===== config.mk =====
export PLATFORM = sky130hd
export DESIGN_NAME = ces_top
export DESIGN_NICKNAME = d
export VERILOG_FILES = /design/src/ces_pkg.sv /design/src/ces_top.sv
export SDC_FILE = /design/constraint.sdc
export NUM_CORES = 1
export LEC_CHECK = 0
export BUFFER_PORTS_ARGS = -buffer_cell sky130_fd_sc_hd__buf_2
export CAP_MARGIN = 0
export CORE_MARGIN = 2
export CORE_UTILIZATION = 51
export DETAILED_ROUTE_END_ITERATION = 16
export GPL_TIMING_DRIVEN = 1
export PLACE_DENSITY = 0.8
export SKIP_LAST_GASP = 1
export SLEW_MARGIN = 10
export SYNTH_ARGS = -nofsm -noshare
export SYNTH_HDL_FRONTEND = slang
export SYNTH_SLANG_ARGS = --single-unit

===== constraint.sdc =====
create_clock -name clk_sys -period 3.6 [get_ports clk_sys]
set_input_delay 0.36 -clock clk_sys [delete_from_list [all_inputs] [get_ports clk_sys]]
set_output_delay 0.36 -clock clk_sys [all_outputs]
set_load 0.02 [all_outputs]

===== src/ces_pkg.sv =====
// Purpose: constants and types for the cpu exception sequencer
// Assumes: advanced or normal vector layout selected by a port
// Notes:   vector numbers of sources outside this block kept for reference
package ces_pkg;
    localparam logic [6:0] VEC_RESET     = 7'h00;
    localparam logic [6:0] VEC_TRACE     = 7'h05;
    localparam logic [6:0] VEC_DIRECT    = 7'h06;
    localparam logic [6:0] VEC_NMI       = 7'h07;
    localparam logic [6:0] VEC_TRAP0     = 7'h08;
    localparam logic [6:0] VEC_TRAP3     = 7'h0b;
    localparam logic [6:0] VEC_IRQ0      = 7'h10;
    localparam logic [6:0] VEC_INTERNAL0 = 7'h18;
    localparam logic [6:0] VEC_LAST      = 7'h7f;
    localparam logic [1:0] INTM_MODE0    = 2'h0;
    localparam logic [1:0] INTM_MODE2    = 2'h2;
    localparam int         CCR_I_BIT     = 7;
    localparam int         CCR_UI_BIT    = 6;
    localparam int         EXR_T_BIT     = 7;
    localparam logic [7:0] CCR_INIT      = 8'h80;
    localparam logic [7:0] EXR_INIT      = 8'h07;
    localparam logic [7:0] MSTP_A_INIT   = 8'h3f;
    localparam logic [7:0] MSTP_BC_INIT  = 8'hff;
    localparam logic [2:0] SEL_CCR       = 3'h0;
    localparam logic [2:0] SEL_EXR       = 3'h1;
    localparam logic [2:0] SEL_INTM      = 3'h2;
    localparam logic [2:0] SEL_MSTP_A    = 3'h3;
    localparam logic [2:0] SEL_MSTP_B    = 3'h4;
    localparam logic [2:0] SEL_MSTP_C    = 3'h5;

    typedef enum logic [1:0] {ST_RST_VEC, ST_RUN, ST_EXC} ces_state_t;

    // slot is two bytes in normal mode, four in advanced mode
    function automatic logic [15:0] ces_vec_addr(input logic [6:0] vec,
                                                 input logic       normal);
        ces_vec_addr = normal ? {8'h00, vec, 1'b0} : {7'h00, vec, 2'b00};
    endfunction
endpackage


===== src/ces_top.sv =====
// Purpose: exception sequencer: ranks, vectors and starts cpu exceptions
// Assumes: instruction strobes and interrupt requests are on clk_sys
// Notes:   rstn is the asynchronous reset, released via two flops
module ces_top
    import ces_pkg::*;
(
    // clock and reset pin
    input  wire logic       clk_sys,
    input  wire logic       rstn,
    // reset sources and layout
    input  wire logic       wdt_ovf,
    input  wire logic       normal_mode,
    // instruction sequencer
    input  wire logic       instr_done,
    input  wire logic       return_from_exception,
    input  wire logic       and_control_instr,
    input  wire logic       or_control_instr,
    input  wire logic       xor_control_instr,
    input  wire logic       load_control_instr,
    input  wire logic       trap_instr,
    input  wire logic [1:0] trap_num,
    input  wire logic       sleep_direct,
    // interrupt controller
    input  wire logic       irq_req,
    input  wire logic [6:0] irq_vec,
    input  wire logic [2:0] irq_level,
    output logic            irq_ack_reg,
    // control register writes
    input  wire logic       ctrl_wr,
    input  wire logic [2:0] ctrl_sel,
    input  wire logic [7:0] ctrl_wdata,
    // exception start
    output logic            exc_start_reg,
    output logic [6:0]      exc_vec_reg,
    output logic [15:0]     vec_addr_reg,
    output logic            fetch_long_reg,
    output logic            stack_push_reg,
    output logic [7:0]      stacked_ccr_reg,
    output logic [7:0]      stacked_exr_reg,
    // state
    output logic            in_reset_reg,
    output logic [7:0]      condition_code_reg,
    output logic [7:0]      extended_control_reg,
    output logic [1:0]      intm_reg,
    output logic [7:0]      module_stop_ctrl_a,
    output logic [7:0]      module_stop_ctrl_b,
    output logic [7:0]      module_stop_ctrl_c
);
    logic       rst_s1_reg, sys_rstn;
    ces_state_t state_reg, state_next;
    logic       bnd_reg, bnd_next, skip_irq_reg, skip_irq_next;
    logic       first_blk_reg, first_blk_next;
    logic       trace_pend_reg, trace_pend_next;
    logic       direct_pend_reg, direct_pend_next;
    logic       trap_pend_reg, trap_pend_next;
    logic [1:0] trap_num_reg, trap_num_next;
    logic       irq_ack_next, exc_start_next, fetch_long_next;
    logic       stack_push_next, in_reset_next;
    logic [6:0] exc_vec_next, take_vec;
    logic [15:0] vec_addr_next;
    logic [7:0] stacked_ccr_next, stacked_exr_next, ccr_next, exr_next;
    logic [7:0] mstp_a_next, mstp_b_next, mstp_c_next;
    logic [1:0] intm_next;
    logic       take, take_irq, trace_on, ctrl_instr;
    // first flop only feeds the second; design resets off the second
    always_ff @(posedge clk_sys or negedge rstn) begin
        if (!rstn) begin
            rst_s1_reg <= 1'b0;
            sys_rstn   <= 1'b0;
        end else begin
            rst_s1_reg <= 1'b1;
            sys_rstn   <= rst_s1_reg;
        end
    end
    assign trace_on   = extended_control_reg[EXR_T_BIT]
                        && (intm_reg == INTM_MODE2);
    assign ctrl_instr = and_control_instr | or_control_instr
                        | xor_control_instr | load_control_instr;
    always_comb begin
        state_next       = state_reg;
        bnd_next         = 1'b0;
        skip_irq_next    = skip_irq_reg;
        first_blk_next   = first_blk_reg;
        trace_pend_next  = trace_pend_reg;
        direct_pend_next = direct_pend_reg;
        trap_pend_next   = trap_pend_reg;
        trap_num_next    = trap_num_reg;
        irq_ack_next     = 1'b0;
        exc_start_next   = 1'b0;
        stack_push_next  = 1'b0;
        fetch_long_next  = fetch_long_reg;
        exc_vec_next     = exc_vec_reg;
        vec_addr_next    = vec_addr_reg;
        stacked_ccr_next = stacked_ccr_reg;
        stacked_exr_next = stacked_exr_reg;
        in_reset_next    = in_reset_reg;
        ccr_next         = condition_code_reg;
        exr_next         = extended_control_reg;
        intm_next        = intm_reg;
        mstp_a_next      = module_stop_ctrl_a;
        mstp_b_next      = module_stop_ctrl_b;
        mstp_c_next      = module_stop_ctrl_c;
        take             = 1'b0;
        take_irq         = 1'b0;
        take_vec         = VEC_RESET;
        if (ctrl_wr) begin
            case (ctrl_sel)
                SEL_CCR:    ccr_next    = ctrl_wdata;
                SEL_EXR:    exr_next    = ctrl_wdata;
                SEL_INTM:   intm_next   = ctrl_wdata[1:0];
                SEL_MSTP_A: mstp_a_next = ctrl_wdata;
                SEL_MSTP_B: mstp_b_next = ctrl_wdata;
                SEL_MSTP_C: mstp_c_next = ctrl_wdata;
                default:    ccr_next    = condition_code_reg;
            endcase
        end
        case (state_reg)
            ST_RST_VEC: begin
                exc_start_next  = 1'b1;
                exc_vec_next    = VEC_RESET;
                vec_addr_next   = ces_vec_addr(VEC_RESET, normal_mode);
                fetch_long_next = ~normal_mode;
                in_reset_next   = 1'b0;
                first_blk_next  = 1'b1;
                state_next      = ST_RUN;
            end
            ST_RUN: begin
                if (bnd_reg) begin
                    // earlier sources win; the rest keep their pending bit
                    if (trace_pend_reg) begin
                        take            = 1'b1;
                        take_vec        = VEC_TRACE;
                        trace_pend_next = 1'b0;
                    end else if (direct_pend_reg) begin
                        take             = 1'b1;
                        take_vec         = VEC_DIRECT;
                        direct_pend_next = 1'b0;
                    end else if (irq_req && !skip_irq_reg) begin
                        take     = 1'b1;
                        take_irq = 1'b1;
                        take_vec = irq_vec;
                    end else if (trap_pend_reg) begin
                        take           = 1'b1;
                        take_vec       = VEC_TRAP0
                                         + {5'h00, trap_num_reg};
                        trap_pend_next = 1'b0;
                    end
                end
            end
            ST_EXC: begin
                // end of exception handling is a boundary too
                bnd_next      = 1'b1;
                skip_irq_next = 1'b0;
                state_next    = ST_RUN;
            end
            default: state_next = ST_RST_VEC;
        endcase
        if (take) begin
            exc_start_next   = 1'b1;
            exc_vec_next     = take_vec;
            vec_addr_next    = ces_vec_addr(take_vec, normal_mode);
            fetch_long_next  = ~normal_mode;
            stack_push_next  = 1'b1;
            stacked_ccr_next = condition_code_reg;
            stacked_exr_next = extended_control_reg;
            irq_ack_next     = take_irq;
            ccr_next[CCR_I_BIT] = 1'b1;
            exr_next[EXR_T_BIT] = 1'b0;
            if (take_irq && intm_reg == INTM_MODE2) begin
                exr_next[2:0] = irq_level;
            end
            state_next = ST_EXC;
        end
        // new events after the accept logic so a set beats a clear
        if (instr_done) begin
            bnd_next       = 1'b1;
            skip_irq_next  = ctrl_instr | first_blk_reg;
            first_blk_next = 1'b0;
            if (trace_on && !return_from_exception) begin
                trace_pend_next = 1'b1;
            end
        end
        if (trap_instr) begin
            trap_pend_next = 1'b1;
            trap_num_next  = trap_num;
        end
        if (sleep_direct) begin
            direct_pend_next = 1'b1;
        end
        if (wdt_ovf) begin
            // watchdog restarts the whole reset sequence
            state_next       = ST_RST_VEC;
            in_reset_next    = 1'b1;
            trace_pend_next  = 1'b0;
            direct_pend_next = 1'b0;
            trap_pend_next   = 1'b0;
            bnd_next         = 1'b0;
            ccr_next         = CCR_INIT;
            exr_next         = EXR_INIT;
            intm_next        = INTM_MODE0;
            mstp_a_next      = MSTP_A_INIT;
            mstp_b_next      = MSTP_BC_INIT;
            mstp_c_next      = MSTP_BC_INIT;
        end
    end
    always_ff @(posedge clk_sys or negedge sys_rstn) begin
        if (!sys_rstn) begin
            state_reg            <= ST_RST_VEC;
            bnd_reg              <= 1'b0;
            skip_irq_reg         <= 1'b1;
            first_blk_reg        <= 1'b1;
            trace_pend_reg       <= 1'b0;
            direct_pend_reg      <= 1'b0;
            trap_pend_reg        <= 1'b0;
            trap_num_reg         <= 2'h0;
            irq_ack_reg          <= 1'b0;
            exc_start_reg        <= 1'b0;
            exc_vec_reg          <= VEC_RESET;
            vec_addr_reg         <= 16'h0000;
            fetch_long_reg       <= 1'b0;
            stack_push_reg       <= 1'b0;
            stacked_ccr_reg      <= 8'h00;
            stacked_exr_reg      <= 8'h00;
            in_reset_reg         <= 1'b1;
            condition_code_reg   <= CCR_INIT;
            extended_control_reg <= EXR_INIT;
            intm_reg             <= INTM_MODE0;
            module_stop_ctrl_a   <= MSTP_A_INIT;
            module_stop_ctrl_b   <= MSTP_BC_INIT;
            module_stop_ctrl_c   <= MSTP_BC_INIT;
        end else begin
            state_reg            <= state_next;
            bnd_reg              <= bnd_next;
            skip_irq_reg         <= skip_irq_next;
            first_blk_reg        <= first_blk_next;
            trace_pend_reg       <= trace_pend_next;
            direct_pend_reg      <= direct_pend_next;
            trap_pend_reg        <= trap_pend_next;
            trap_num_reg         <= trap_num_next;
            irq_ack_reg          <= irq_ack_next;
            exc_start_reg        <= exc_start_next;
            exc_vec_reg          <= exc_vec_next;
            vec_addr_reg         <= vec_addr_next;
            fetch_long_reg       <= fetch_long_next;
            stack_push_reg       <= stack_push_next;
            stacked_ccr_reg      <= stacked_ccr_next;
            stacked_exr_reg      <= stacked_exr_next;
            in_reset_reg         <= in_reset_next;
            condition_code_reg   <= ccr_next;
            extended_control_reg <= exr_next;
            intm_reg             <= intm_next;
            module_stop_ctrl_a   <= mstp_a_next;
            module_stop_ctrl_b   <= mstp_b_next;
            module_stop_ctrl_c   <= mstp_c_next;
        end
    end
    property p_prio;
        @(posedge clk_sys) disable iff (!sys_rstn)
        (state_reg == ST_RUN && bnd_reg && trace_pend_reg && !wdt_ovf)
            |=> exc_start_reg && exc_vec_reg == VEC_TRACE;
    endproperty
    a_prio: assert property (p_prio) else $error("trace not first");
    property p_wdt;
        @(posedge clk_sys) disable iff (!sys_rstn)
        wdt_ovf |=> in_reset_reg
            ##1 (exc_start_reg && exc_vec_reg == VEC_RESET);
    endproperty
    a_wdt: assert property (p_wdt) else $error("no reset after wdt");
    property p_trace_set;
        @(posedge clk_sys) disable iff (!sys_rstn)
        (instr_done && trace_on && !return_from_exception && !wdt_ovf)
            |=> trace_pend_reg;
    endproperty
    a_trace_set: assert property (p_trace_set)
        else $error("trace missed");
    property p_ctrl_skip;
        @(posedge clk_sys) disable iff (!sys_rstn)
        (instr_done && ctrl_instr) |-> ##2 !irq_ack_reg;
    endproperty
    a_ctrl_skip: assert property (p_ctrl_skip)
        else $error("irq after ctrl");
    property p_addr;
        @(posedge clk_sys) disable iff (!sys_rstn)
        (exc_start_reg && fetch_long_reg)
            |-> vec_addr_reg == {7'h00, exc_vec_reg, 2'b00};
    endproperty
    a_addr: assert property (p_addr) else $error("bad vector addr");
    property p_trace_fx;
        @(posedge clk_sys) disable iff (!sys_rstn)
        (exc_start_reg && exc_vec_reg == VEC_TRACE)
            |-> condition_code_reg[CCR_I_BIT]
                && !extended_control_reg[EXR_T_BIT]
                && stacked_exr_reg[EXR_T_BIT];
    endproperty
    a_trace_fx: assert property (p_trace_fx)
        else $error("trace effects");
    property p_rte;
        @(posedge clk_sys) disable iff (!sys_rstn)
        (instr_done && return_from_exception && !trace_pend_reg)
            |=> !trace_pend_reg;
    endproperty
    a_rte: assert property (p_rte) else $error("trace after return");
    property p_mode0;
        @(posedge clk_sys) disable iff (!sys_rstn)
        (intm_reg == INTM_MODE0 && !trace_pend_reg) |=> !trace_pend_reg;
    endproperty
    a_mode0: assert property (p_mode0) else $error("mode 0 trace");
    property p_rst_fx;
        @(posedge clk_sys) disable iff (!sys_rstn)
        $fell(in_reset_reg) |-> exc_start_reg && intm_reg == INTM_MODE0
            && module_stop_ctrl_a == MSTP_A_INIT && !stack_push_reg;
    endproperty
    a_rst_fx: assert property (p_rst_fx) else $error("bad reset");
endmodule


Yosys cells after proc, flatten, opt, wreduce, memory -nomap -nowiden

Cells that the tools add are included.

Register bits: 98
Latch bits: 0
Bits in writable memories: 0
Memory bits (read-only): 0
Input port bits: 37
Memories kept: 0

$add $sub $neg: 1
$mul: 0
Divide/modulo/power cells: 0
Order comparisons: 0
Equality and inequality tests: 13
Shifts and indexed selects: 0
Multiplexer cells: 79
Bitwise gates (word level): 5
Reduce and logical (&&, ||, !) cells: 37

Operator list:

| operator              | number |
|---|---|
| $mux W8               | 15 |
| $mux W7               | 7 |
| $mux W1               | 45 |
| $mux W16              | 2 |
| $reduce_bool A2 Y1    | 11 |
| $reduce_bool A3 Y1    | 7 |
| $reduce_and A2 Y1     | 8 |
| $ne A3 B3 Y1 const B  | 5 |
| $mux W2               | 5 |
| $mux W9               | 1 |
| $eq A3 B2 Y1 const B  | 2 |
| $eq A3 B3 Y1 const B  | 2 |
| $mux W3               | 2 |
| $add A4 B2 Y5 const A | 1 |
| $mux W5               | 1 |
| $reduce_and A5 Y1     | 1 |
| $eq A2 B2 Y1 const B  | 2 |
| $logic_and A1 B1 Y1   | 4 |
| $or A1 B1 Y1          | 4 |
| $pmux W2 S2           | 1 |
| $eq A3 B1 Y1 const B  | 1 |
| $logic_not A3 Y1      | 1 |
| $reduce_and A3 Y1     | 1 |
| $eq A2 B1 Y1 const B  | 1 |
| other kinds (4)       | 5 |

Depth between registers and ports, before layout

Gate-level depths: netlist of run 1.

Depth in word-level cells: 11
Depth in mapped cells: 6
Depth with buffers taken out: 4

Worst setup path before layout of run 1

No wires, ideal clock.

Kind: register -> register
From: register state_reg[1]
To: register stacked_ccr_reg[0]
Library setup time: 0.125 ns
Arrival time: 1.376 ns
Data required time: 3.475 ns
Slack: 2.099 ns
Stages on the path, launching flop included: 5
Period minus slack after synthesis: 1.501 ns
Cell sequence: dfrtp_1 -> nand3b_1 -> a21oi_2 -> buf_6 -> mux2_2

Cells in the longest elaborated chain, start to end: 2

Ends and longest elaborated chain:

| element                | line           | text |
|---|---|---|
| from (decl)            | ces_top.sv:50  | `ces_state_t state_reg, state_next;` |
| from (signal assigned) | ces_top.sv:232 | `state_reg <= state_next;` |
| $eq A2 B1 Y1           | ces_top.sv:117 | `case (state_reg)` |
| $mux W1                | ces_top.sv:117 |  |
| to (signal assigned)   | ces_top.sv:246 | `stacked_ccr_reg <= stacked_ccr_next;` |
| to (decl)              | ces_top.sv:38  | `output logic [7:0] stacked_ccr_reg,` |

No other way between the ends.
A chain may end at the register's enable or synchronous reset.

Worst setup path after layout of run 1

From: register state_reg[1]
To: register stacked_exr_reg[5]

Cells in the longest elaborated chain, start to end: 2

Ends and longest elaborated chain:

| element              | line           | text |
|---|---|---|
| $eq A2 B1 Y1         | ces_top.sv:117 |  |
| $mux W1              | ces_top.sv:117 |  |
| to (signal assigned) | ces_top.sv:247 | `stacked_exr_reg <= stacked_exr_next;` |
| to (decl)            | ces_top.sv:39  | `output logic [7:0] stacked_exr_reg,` |

No other way between the ends.

==> key figures, run 1 <==
Synth
  – Synth Area in Simple Gates: 0.195
  – Main combinational cell family by area after synthesis: simple AND/OR/NAND/NOR gates
  – EDFF count, synth: 0
  – Prevailing post-synth register cell: dfrtp_1
  – Cells after Synth: 344
  – Post-synthesis mux area share: 0.0805
  – Synth Area per Inst: 11.4 sq um
  – Synthesized area: 3920 sq um
  – Cell taking the most area after synthesis: dfrtp_1
  – YS warnings: 0
  – Synth Area in Compound Gates: 0.0952
  – Synth unique cells: 42
  – #FFs+latches synth: 90
  – Sequential element share of the synthesized area: 0.584
  – Share of the synthesized area in the top cell type: 0.390
  – Synth Area in XOR/XNOR: 0
  – Synth area leaders: dfrtp_1 39%, dfstp_2 19%, nand2_1 6.7%
  – Post-Synth Adder-Cell Area: 0
  – Ys async rst share: 1.00

Timing
  – Setup-failing EPs final: 0
  – Least-Margin Pin Slew: 1.08 ns
  – Total Neg Setup Slack: 0 ns
  – Hold Fails Final Rpt: 0
  – Min cycle time layout: 1.96 ns
  – Period utilization: 0.545
  – Max transition margin: 0.278
  – Fmax: 510 MHz
  – Unrepaired setup endpoints after global routing: false
  – Clock Skews: 0.00618 ns
  – Final worst slack: 1.64 ns
  – Max-slew violation count: 0

Global routing
  – First-pass GRT wire length: 14400 microns
  – Met2 usage: 0.344
  – Met1 usage: 0.294
  – Grt ovf: 0
  – Largest net degree at the start of global routing: 89
  – Total global routing track utilization: 0.217
  – Vias in the first global route: 2871
  – Top Usage Layer GRT: met2
  – GR Util met3: 0.0674
  – Initial antenna violation count: 0

Worst setup path
  – Crit end category: flop
  – Worst-path fanout max: 14
  – CP required: 3.83 ns
  – R2R depth: 4
  – Worst path arrival time: 2.20 ns
  – Critical Path Source Type: flop
  – Critical path type: flop to flop

Hold path
  – Hold/Removal Path Class: input port to flop
  – Hold Path Depth: 2

Power
  – Sw power: 548 uW
  – Switching share of power: 0.251
  – Static Leakage: 2.37 nW
  – Clk pwr share: 0.383
  – Comb power frac: 0.110
  – Worst IR Drop VDD: 0.245 mV
  – Internal Pwr Total: 1.64 mW
  – Flop pwr share: 0.507
  – PwrDens: 459 nW/um^2

Routing
  – Via density: 5.39
  – DRT Pass-1 Iters: 4
  – Drt drc: 0
  – DR iter-0 viols: 177
  – Final ANT Viol Nets: 0
  – Vias: 3020
  – Routed wire per std cell: 15.9 microns
  – Routed Wire Length: 8900 microns

Clocking
  – Clk sinks: 90
  – Clock Tree Buf Depth: 2
  – # hold bufs at CTS: 1
  – Reg clk slew, reported paths: 0.09 ns
  – Htree depth: 3
  – CTS tree: yes
  – PostCTS Resize Cnt: 0
  – Post-CTS Repair Setup Buffers: 0
  – Clk_lat worst skew: 0.35 ns
  – Cts bufs inserted: 9
  – Cell chosen for the clock root: clkbuf_8

Final layout
  – Nets: 493
  – Most frequent cells in the layout: 114 x buf_2, 70 x nand2_1, 60 x dfrtp_1
  – Area grow syn2layout: 21.5%
  – # diodes: 0
  – Layout cells sized above 1: 0.414
  – Post-layout util: 0.649
  – Commonest non-fill, non-tap cell in the layout: buf_2

Placement
  – Gpl congestion: 0.907
  – Worst slack, placed: 1.62 ns
  – DP HPWL: 6210 microns
  – Port Buffers: 114

Floorplan
  – Die area: 8400 sq um
  – Row count: 31
  – Core area: 7330 sq um
  – Die Height: 91.6 microns
  – Chip width: 91.6 microns
  – Ports: 123
  – Starting Density: 0.534

Outcome
  – Outcome: finished, final reports clean

Run
  – Max cap viols: 0
[per-layer routing]
layer / vias up / share of wire
li1: 1394 / -
met1: 1497 / 0.42
met2: 121 / 0.48
met3: 8 / 0.089
met4: 0 / 0.0099
met5: - / 0
[area by class of cell]
type                            count  area [sq um]
Timing Repair Buffer              116           588
Multi-Input combinational cell    234          1490
Clock buffer                       10           138
Clock inverter                      6           113
Fill cell                         621          2570
Tap cell                           99           124
Sequential cell                    90          2290
Inverter                            5          18.8
[synth_stat cells, types with 4 or more instances]
cell type,n
buf_6,4
nand3_1,4
clkbuf_1,6
o21ai_0,7
dfrtp_1,61
nor2b_1,7
nand2_1,70
mux2i_1,9
nor2_1,18
buf_4,9
dfstp_2,29
a22o_1,6
a21oi_1,15
nand3b_1,24
mux2_2,20
o21bai_1,4
inv_1,5
[power by group through the flow]
stage | Sequential (mW) | Combinational (mW) | Clock, mW
floorplan | 1.16 | 0.118 | 0
global placement | 1.13 | 0.236 | 0
detailed placement | 1.13 | 0.240 | 0
global route | 1.12 | 0.261 | 0.888
CTS | 1.11 | 0.241 | 0.852
finish | 1.11 | 0.240 | 0.836
[path summary, 6_finish.rpt]
kind	from	end	slack (ns)
worst max-delay path	state_reg[1]$_DFFE_PN0P_	stacked_exr_reg[5]$_DFFE_PN0P_	1.64
worst min-delay path	instr_done	first_blk_reg$_DFFE_PN1P_	0.19
worst max register to register	state_reg[1]$_DFFE_PN0P_	stacked_exr_reg[5]$_DFFE_PN0P_	1.64
worst min register to register	rst_s1_reg$_DFF_PN0_	sys_rstn$_DFF_PN0_	0.36
max in group asynchronous	sys_rstn$_DFF_PN0_	extended_control_reg[4]$_DFFE_PN0P_	2.37
min in group asynchronous	rstn	sys_rstn$_DFF_PN0_	0.34
[worst max-delay path: stages (launching register included)]
cell and delay, ns:
dfrtp_1 0.44, nand3b_1 0.26, a21oi_2 0.47, buf_4 0.33, mux2_2 0.35
[per-stage QoR]
| step | hold WS, ns | instance area [sq um] | instances | power (mW) |
|---|---|---|---|---|
| final | 0.193 | 4760 | 560 | 2.19 |
| after global routing | 0.205 | 4760 | 560 | 2.27 |
| after CTS | 0.183 | 4760 | 560 | 2.20 |
| after detailed placement | 0.145 | 4500 | 543 | 1.37 |
| after global placement | 0.145 | 4500 | 543 | 1.36 |
| after floorplan | 0.0644 | 3940 | 351 | 1.28 |
[kinds of logic after synthesis]
family          after synthesis
buf+inv                      27
flops                        90
simple gates                147
compound gates               49
other cells                   2
mux                          29
(Power assumes the default switching activity.)
==> inputs of run 2 (changes only) <==
CORE_UTILIZATION = 46   (was 51)
PLACE_DENSITY = 0.76   (was 0.8)
clock period = 1.8 ns   (was 3.6 ns; I/O delays follow)
==> run 2 against run 1 <==
Cell area grew 1.4%. Cell count grew 2.7%. Sequential cell count is the same. Non-clock buffer count grew 9. Worst setup slack lost 1.5 ns. Critical path depth is the same. Clock skew grew 0.0062 ns. Global-route usage shrank 1.1 points. Register-to-register slack lost 1.5 ns. Wire length grew 2.5%. Critical endpoint is now vec_addr_reg[5]$_DFFE_PN0P_. Highest routed layer unchanged.
==> key figures, run 2 (synthesized netlist as in run 1, its figures left out) <==
Outcome
  – Outcome: finished, final reports clean

Routing
  – Via density: 5.24 (-2.8%)
  – Final ANT Viol Nets: 0 (unchanged)
  – Routed Wire Length: 9120 microns (+2.5%)
  – Vias: 3014 (-0.20%)
  – DR iter-0 viols: 118 (-33%)
  – Routed wire per std cell: 15.9 microns (-0.19%)
  – DRT Pass-1 Iters: 4 (unchanged)
  – Drt drc: 0 (unchanged)

Worst setup path
  – CP peak stage delay: 0.56 ns (+0.09 ns)
  – Total stage count of the critical path: 4 (unchanged)
  – Worst path arrival time: 1.89 ns (-0.31 ns)
  – Top delay family on crit path: simple AND/OR/NAND/NOR gates
  – Critical path cell sequence: and2b_1, and3_1, and3_1, a211o_1
  – Critical path type: flop to flop
  – Crit end category: flop
  – CP required: 2.04 ns (-1.79 ns)
  – CP most frequent cell: and3_1
  – Critical Path Source Type: flop
  – CP Buf/Inv Count: 0 (-1)
  – R2R depth: 4 (unchanged)
  – Worst-path fanout max: 5 (-9)
  – Slowest CP cell: dfstp_2

Hold path
  – Hold/Removal Path Class: input port to flop
  – Hold Path Depth: 2 (unchanged)

Power
  – Static Leakage: 2.41 nW (+1.4%)
  – Worst IR Drop VDD: 0.380 mV (+55%)
  – PwrDens: 855 nW/um^2 (+86%)
  – Power Total: 4.13 mW (+89%)

Floorplan
  – Row count: 33 (+6.5%)
  – Die Height: 96.3 microns (+5.1%)
  – Chip width: 96.3 microns (+5.1%)
  – Die area: 9270 sq um (+10%)
  – Ports: 123 (unchanged)
  – Core area: 8220 sq um (+12%)
  – Starting Density: 0.477 (-0.0576)

Timing
  – Setup-failing EPs final: 0 (unchanged)
  – Period utilization: 0.916 (+0.371)
  – Min cycle time layout: 1.65 ns (-0.313 ns)
  – Max-slew violation count: 0 (unchanged)
  – Unrepaired setup endpoints after global routing: false
  – Max transition margin: 0.650 (+0.372)
  – Least-Margin Pin Slew: 0.525 ns (-0.558 ns)
  – Clock Skews: 0.0124 ns (+0.00618 ns)
  – Total Neg Setup Slack: 0 ns (unchanged)
  – Hold Fails Final Rpt: 0 (unchanged)
  – Fmax: 606 MHz (+19%)

Clocking
  – Post-CTS Repair Setup Buffers: 0 (unchanged)
  – Clock Tree Buf Depth: 2 (unchanged)
  – Cts bufs inserted: 9 (unchanged)
  – Clk_lat worst skew: 0.35 ns (about the same)
  – Reg clk slew, reported paths: 0.09 ns (about the same)
  – Clk sinks: 90 (unchanged)
  – Htree depth: 3 (unchanged)
  – Cell chosen for the clock root: clkbuf_8
  – CTS tree: yes

Final layout
  – # diodes: 0 (unchanged)
  – Most frequent cells in the layout: 114 x buf_2, 70 x nand2_1, 60 x dfrtp_1
  – Layout cells sized above 1: 0.423 (+0.00909)
  – Reg area: 2290 sq um (unchanged)
  – Footprint of the multi-input gates: 1490 sq um (unchanged)
  – Nets: 502 (+1.8%)
  – Filler cell count: 717 (+15%)
  – Area grow syn2layout: 23.3%
  – Commonest non-fill, non-tap cell in the layout: buf_2

Placement
  – DP HPWL: 6580 microns (+6.0%)
  – Gpl congestion: 0.853 (-5.9%)
  – Port Buffers: 114 (unchanged)

Global routing
  – First-pass GRT wire length: 14300 microns (-0.19%)
  – Initial antenna violation count: 0 (unchanged)
  – Largest net degree at the start of global routing: 50 (-44%)
  – Vias in the first global route: 2926 (+1.9%)
  – Grt ovf: 0 (unchanged)
  – Total global routing track utilization: 0.206 (-0.0114)

Run
  – Max cap viols: 0 (unchanged)
## run 2: final cells by class
cell class / count / share of cell area
sequential: 90 / 0.475
tap: 105 / 0.0272
multi-input combinational: 234 / 0.308
clock inverter: 4 / 0.0106
clock buffer: 12 / 0.0321
inverter: 5 / 0.00389
timing repair buffer: 125 / 0.144
## run 2: power by group
part | total, mW | internal (mW) | switching (mW)
logic | 0.527 | 0.201 | 0.326
registers | 2.19 | 2.13 | 0.0668
clock network | 1.41 | 0.719 | 0.688
total | 4.13 | 3.05 | 1.08
## run 2: path summary, 6_finish.rpt
check	from	end	slack, ns
hold / removal	instr_done	first_blk_reg$_DFFE_PN1P_	0.02
max in group asynchronous	sys_rstn$_DFF_PN0_	module_stop_ctrl_c[6]$_DFFE_PN1P_	0.90
hold reg to reg	sys_rstn$_DFF_PN0_	stacked_exr_reg[1]$_DFFE_PN0P_	0.27
min in group asynchronous	rstn	sys_rstn$_DFF_PN0_	0.14
setup / recovery	skip_irq_reg$_DFFE_PN1N_	vec_addr_reg[5]$_DFFE_PN0P_	0.15
setup reg to reg	skip_irq_reg$_DFFE_PN1N_	vec_addr_reg[5]$_DFFE_PN0P_	0.15
## run 2: per-stage QoR
stage	cells	setup slack (ns)	hold slack [ns]	util	area [sq um]
after floorplan	351	0.299	-0.116	-	3940
after global placement	558	0.204	-0.0352	0.561	4610
after detailed placement	558	0.167	-0.0291	0.561	4610
after CTS	575	0.163	0.0123	0.587	4830
after global routing	575	0.0689	0.0280	0.587	4830
final	575	0.150	0.0238	0.587	4830
## run 2: what timing repair did
action,4_1_cts,5_1_grt
hold buffers,1,0
resized for setup,0,0
hold endpoints to repair,2,0
## run 2: routing by layer
| layer | up-vias | wire length, microns | global-route usage |
|---|---|---|---|
| met4 | 0 | 147 | 0.0714 |
| met3 | 16 | 759 | 0.0517 |
| met2 | 112 | 4290 | 0.332 |
| met5 | - | 0 | 0 |
| li1 | 1407 | - | - |
| met1 | 1479 | 3920 | 0.271 |
==> inputs of run 3 (changes only) <==
ABC_CLOCK_PERIOD_IN_PS = 1800   (was unset)
CELL_PAD_IN_SITES_DETAIL_PLACEMENT = 2   (was unset)
CELL_PAD_IN_SITES_GLOBAL_PLACEMENT = 2   (was unset)
CORE_UTILIZATION = 29   (was 46)
PLACE_DENSITY = unset   (was 0.76)
PLACE_DENSITY_LB_ADDON = 0.1   (was unset)
==> run 3 against run 2 <==
Non-clock buffer count up 2. Sequential power about the same. Via count up 1.9%. Wire length up 31%. Sequential share of layout area down 1.9 points. Sequential cell count unchanged. Clock skew down 0.0046 ns.
==> key figures, run 3 (synthesized netlist as in run 1, its figures left out) <==
Outcome
  – Outcome: finished, final reports clean

Clocking
  – Clock Tree Buf Depth: 2 (unchanged)
  – Htree depth: 3 (unchanged)
  – Clk_lat worst skew: 0.34 ns (about the same)
  – Reg clk slew, reported paths: 0.07 ns (-0.02 ns)
  – Post-CTS Repair Setup Buffers: 0 (unchanged)
  – Cell chosen for the clock root: clkbuf_16
  – # hold bufs at CTS: 1 (unchanged)
  – Clk sinks: 90 (unchanged)
  – PostCTS Resize Cnt: 0 (unchanged)
  – Cts bufs inserted: 9 (unchanged)
  – CTS tree: yes

Global routing
  – Largest net degree at the start of global routing: 54 (+8.0%)
  – Total global routing track utilization: 0.174 (-0.0320)
  – First-pass GRT wire length: 19000 microns (+33%)
  – Initial antenna violation count: 0 (unchanged)
  – Top Usage Layer GRT: met2
  – Met2 usage: 0.291 (-0.0404)
  – Met1 usage: 0.221 (-0.0506)
  – GR Util met3: 0.0571 (+0.00539)
  – Vias in the first global route: 3399 (+16%)
  – Grt ovf: 0 (unchanged)

Final layout
  – Commonest non-fill, non-tap cell in the layout: buf_2
  – Most frequent cells in the layout: 114 x buf_2, 70 x nand2_1, 60 x dfrtp_1
  – Nets: 504 (+0.40%)
  – Layout cells sized above 1: 0.426 (+0.00244)
  – Area grow syn2layout: 28.5%
  – Post-layout util: 0.382 (-0.206)
  – # diodes: 0 (unchanged)

Power
  – Static Leakage: 2.47 nW (+2.5%)
  – PwrDens: 951 nW/um^2 (+11%)
  – Worst IR Drop VDD: 0.564 mV (+48%)
  – Power Total: 4.78 mW (+16%)

Timing
  – Unrepaired setup endpoints after global routing: false
  – Clock Skews: 0.00776 ns (-0.00460 ns)
  – Hold Fails Final Rpt: 0 (unchanged)
  – Setup-failing EPs final: 0 (unchanged)
  – Max transition margin: 0.650 (about the same)
  – Least-Margin Pin Slew: 0.522 ns (-0.00238 ns)
  – Period utilization: 0.945 (+0.0282)
  – Fmax: 588 MHz (-3.0%)
  – Final worst slack: 0.0996 ns (-0.0508 ns)
  – Total Neg Setup Slack: 0 ns (unchanged)
  – Min cycle time layout: 1.70 ns (+0.0508 ns)
  – Max-slew violation count: 0 (unchanged)

Floorplan
  – Chip width: 120 microns (+25%)
  – Starting Density: 0.297 (-0.180)
  – Core area: 13200 sq um (+61%)
  – Die area: 14500 sq um (+56%)
  – Ports: 123 (unchanged)
  – Die Height: 120 microns (+25%)
  – Row count: 42 (+27%)

Routing
  – DR iter-0 viols: 83 (-30%)
  – Final ANT Viol Nets: 0 (unchanged)
  – Via density: 4.74 (-9.6%)
  – DRT Pass-1 Iters: 4 (unchanged)
  – Drt drc: 0 (unchanged)
  – Routed Wire Length: 11900 microns (+31%)
  – Vias: 3071 (+1.9%)
  – Routed wire per std cell: 18.4 microns (+16%)

Hold path
  – Hold_sp: sleep_direct
  – Hold Path Depth: 3 (+1)
  – Hold EP: direct_pend_reg$_DFFE_PN0P_
  – Hold/Removal Path Class: input port to flop

Placement
  – DP HPWL: 8460 microns (+29%)
  – Gpl congestion: 0.729 (-15%)
  – Worst slack, placed: 0.132 ns (-0.0352 ns)
  – Port Buffers: 114 (unchanged)

Worst setup path
  – Worst-path fanout max: 5 (unchanged)
  – R2r endpoint: vec_addr_reg[2]$_DFFE_PN0P_
  – Crit end category: flop
  – R2R depth: 4 (unchanged)
  – Critical path type: flop to flop
  – R2r setup slk: 0.1 ns (-0.05 ns)
  – Worst path arrival time: 1.93 ns (+0.04 ns)
  – Critical Path Source Type: flop
  – Reg2reg start: skip_irq_reg$_DFFE_PN1N_
  – CP required: 2.03 ns (about the same)

Run
  – Max cap viols: 0 (unchanged)
==> run 3: area by class of cell <==
class	instances	area, sq um
timing repair buffer	127	696
clock buffer	11	243
clock inverter	5	77.6
fill	1433	8160
sequential	90	2290
inverter	5	18.8
multi-input combinational	234	1490
tap	176	220
==> run 3: stage by stage <==
stage / hold slack [ns] / std cells / area [sq um]
floorplan: -0.116 / 351 / 3940
global placement: -0.0315 / 631 / 4700
detailed placement: -0.0270 / 631 / 4700
CTS: 0.0372 / 648 / 5030
global route: 0.0382 / 648 / 5030
finish: 0.0490 / 648 / 5030
==> run 3: per-layer routing <==
| metal | up-vias | routed length [microns] |
|---|---|---|
| met2 | 75 | 6000 |
| met4 | 0 | 98 |
| li1 | 1407 | - |
| met3 | 6 | 644 |
| met5 | - | 0 |
| met1 | 1583 | 5150 |
==> run 3: power by group <==
group	internal, mW	leakage [nW]	switching, mW
Combinational	0.201	1.20	0.351
Clock	1.25	0.156	0.784
Sequential	2.13	1.11	0.0669
Total	3.58	2.47	1.20
==> run 3: how the worst max path moves through the flow <==
| stage | start | endpoint | slack, ns |
|---|---|---|---|
| 3_5_place_dp | skip_irq_reg$_DFFE_PN1N_ | vec_addr_reg[2]$_DFFE_PN0P_ | 0.13 |
| 5_1_grt | skip_irq_reg$_DFFE_PN1N_ | vec_addr_reg[2]$_DFFE_PN0P_ | 0.02 |
| 6_report | skip_irq_reg$_DFFE_PN1N_ | vec_addr_reg[2]$_DFFE_PN0P_ | 0.1 |
| 4_1_cts | skip_irq_reg$_DFFE_PN1N_ | vec_addr_reg[2]$_DFFE_PN0P_ | 0.09 |
| 2_1_floorplan | state_reg[1]$_DFFE_PN0P_ | stacked_ccr_reg[0]$_DFFE_PN0P_ | 0.30 |
| 3_3_place_gp | skip_irq_reg$_DFFE_PN1N_ | vec_addr_reg[2]$_DFFE_PN0P_ | 0.22 |
==> run 3: worst max-delay path, cell delays in order, from the launching register on <==
cell and delay (ns):
dfstp_2 0.56, and3b_1 0.18, a311oi_1 0.44, o21ai_0 0.15, a32o_1 0.26
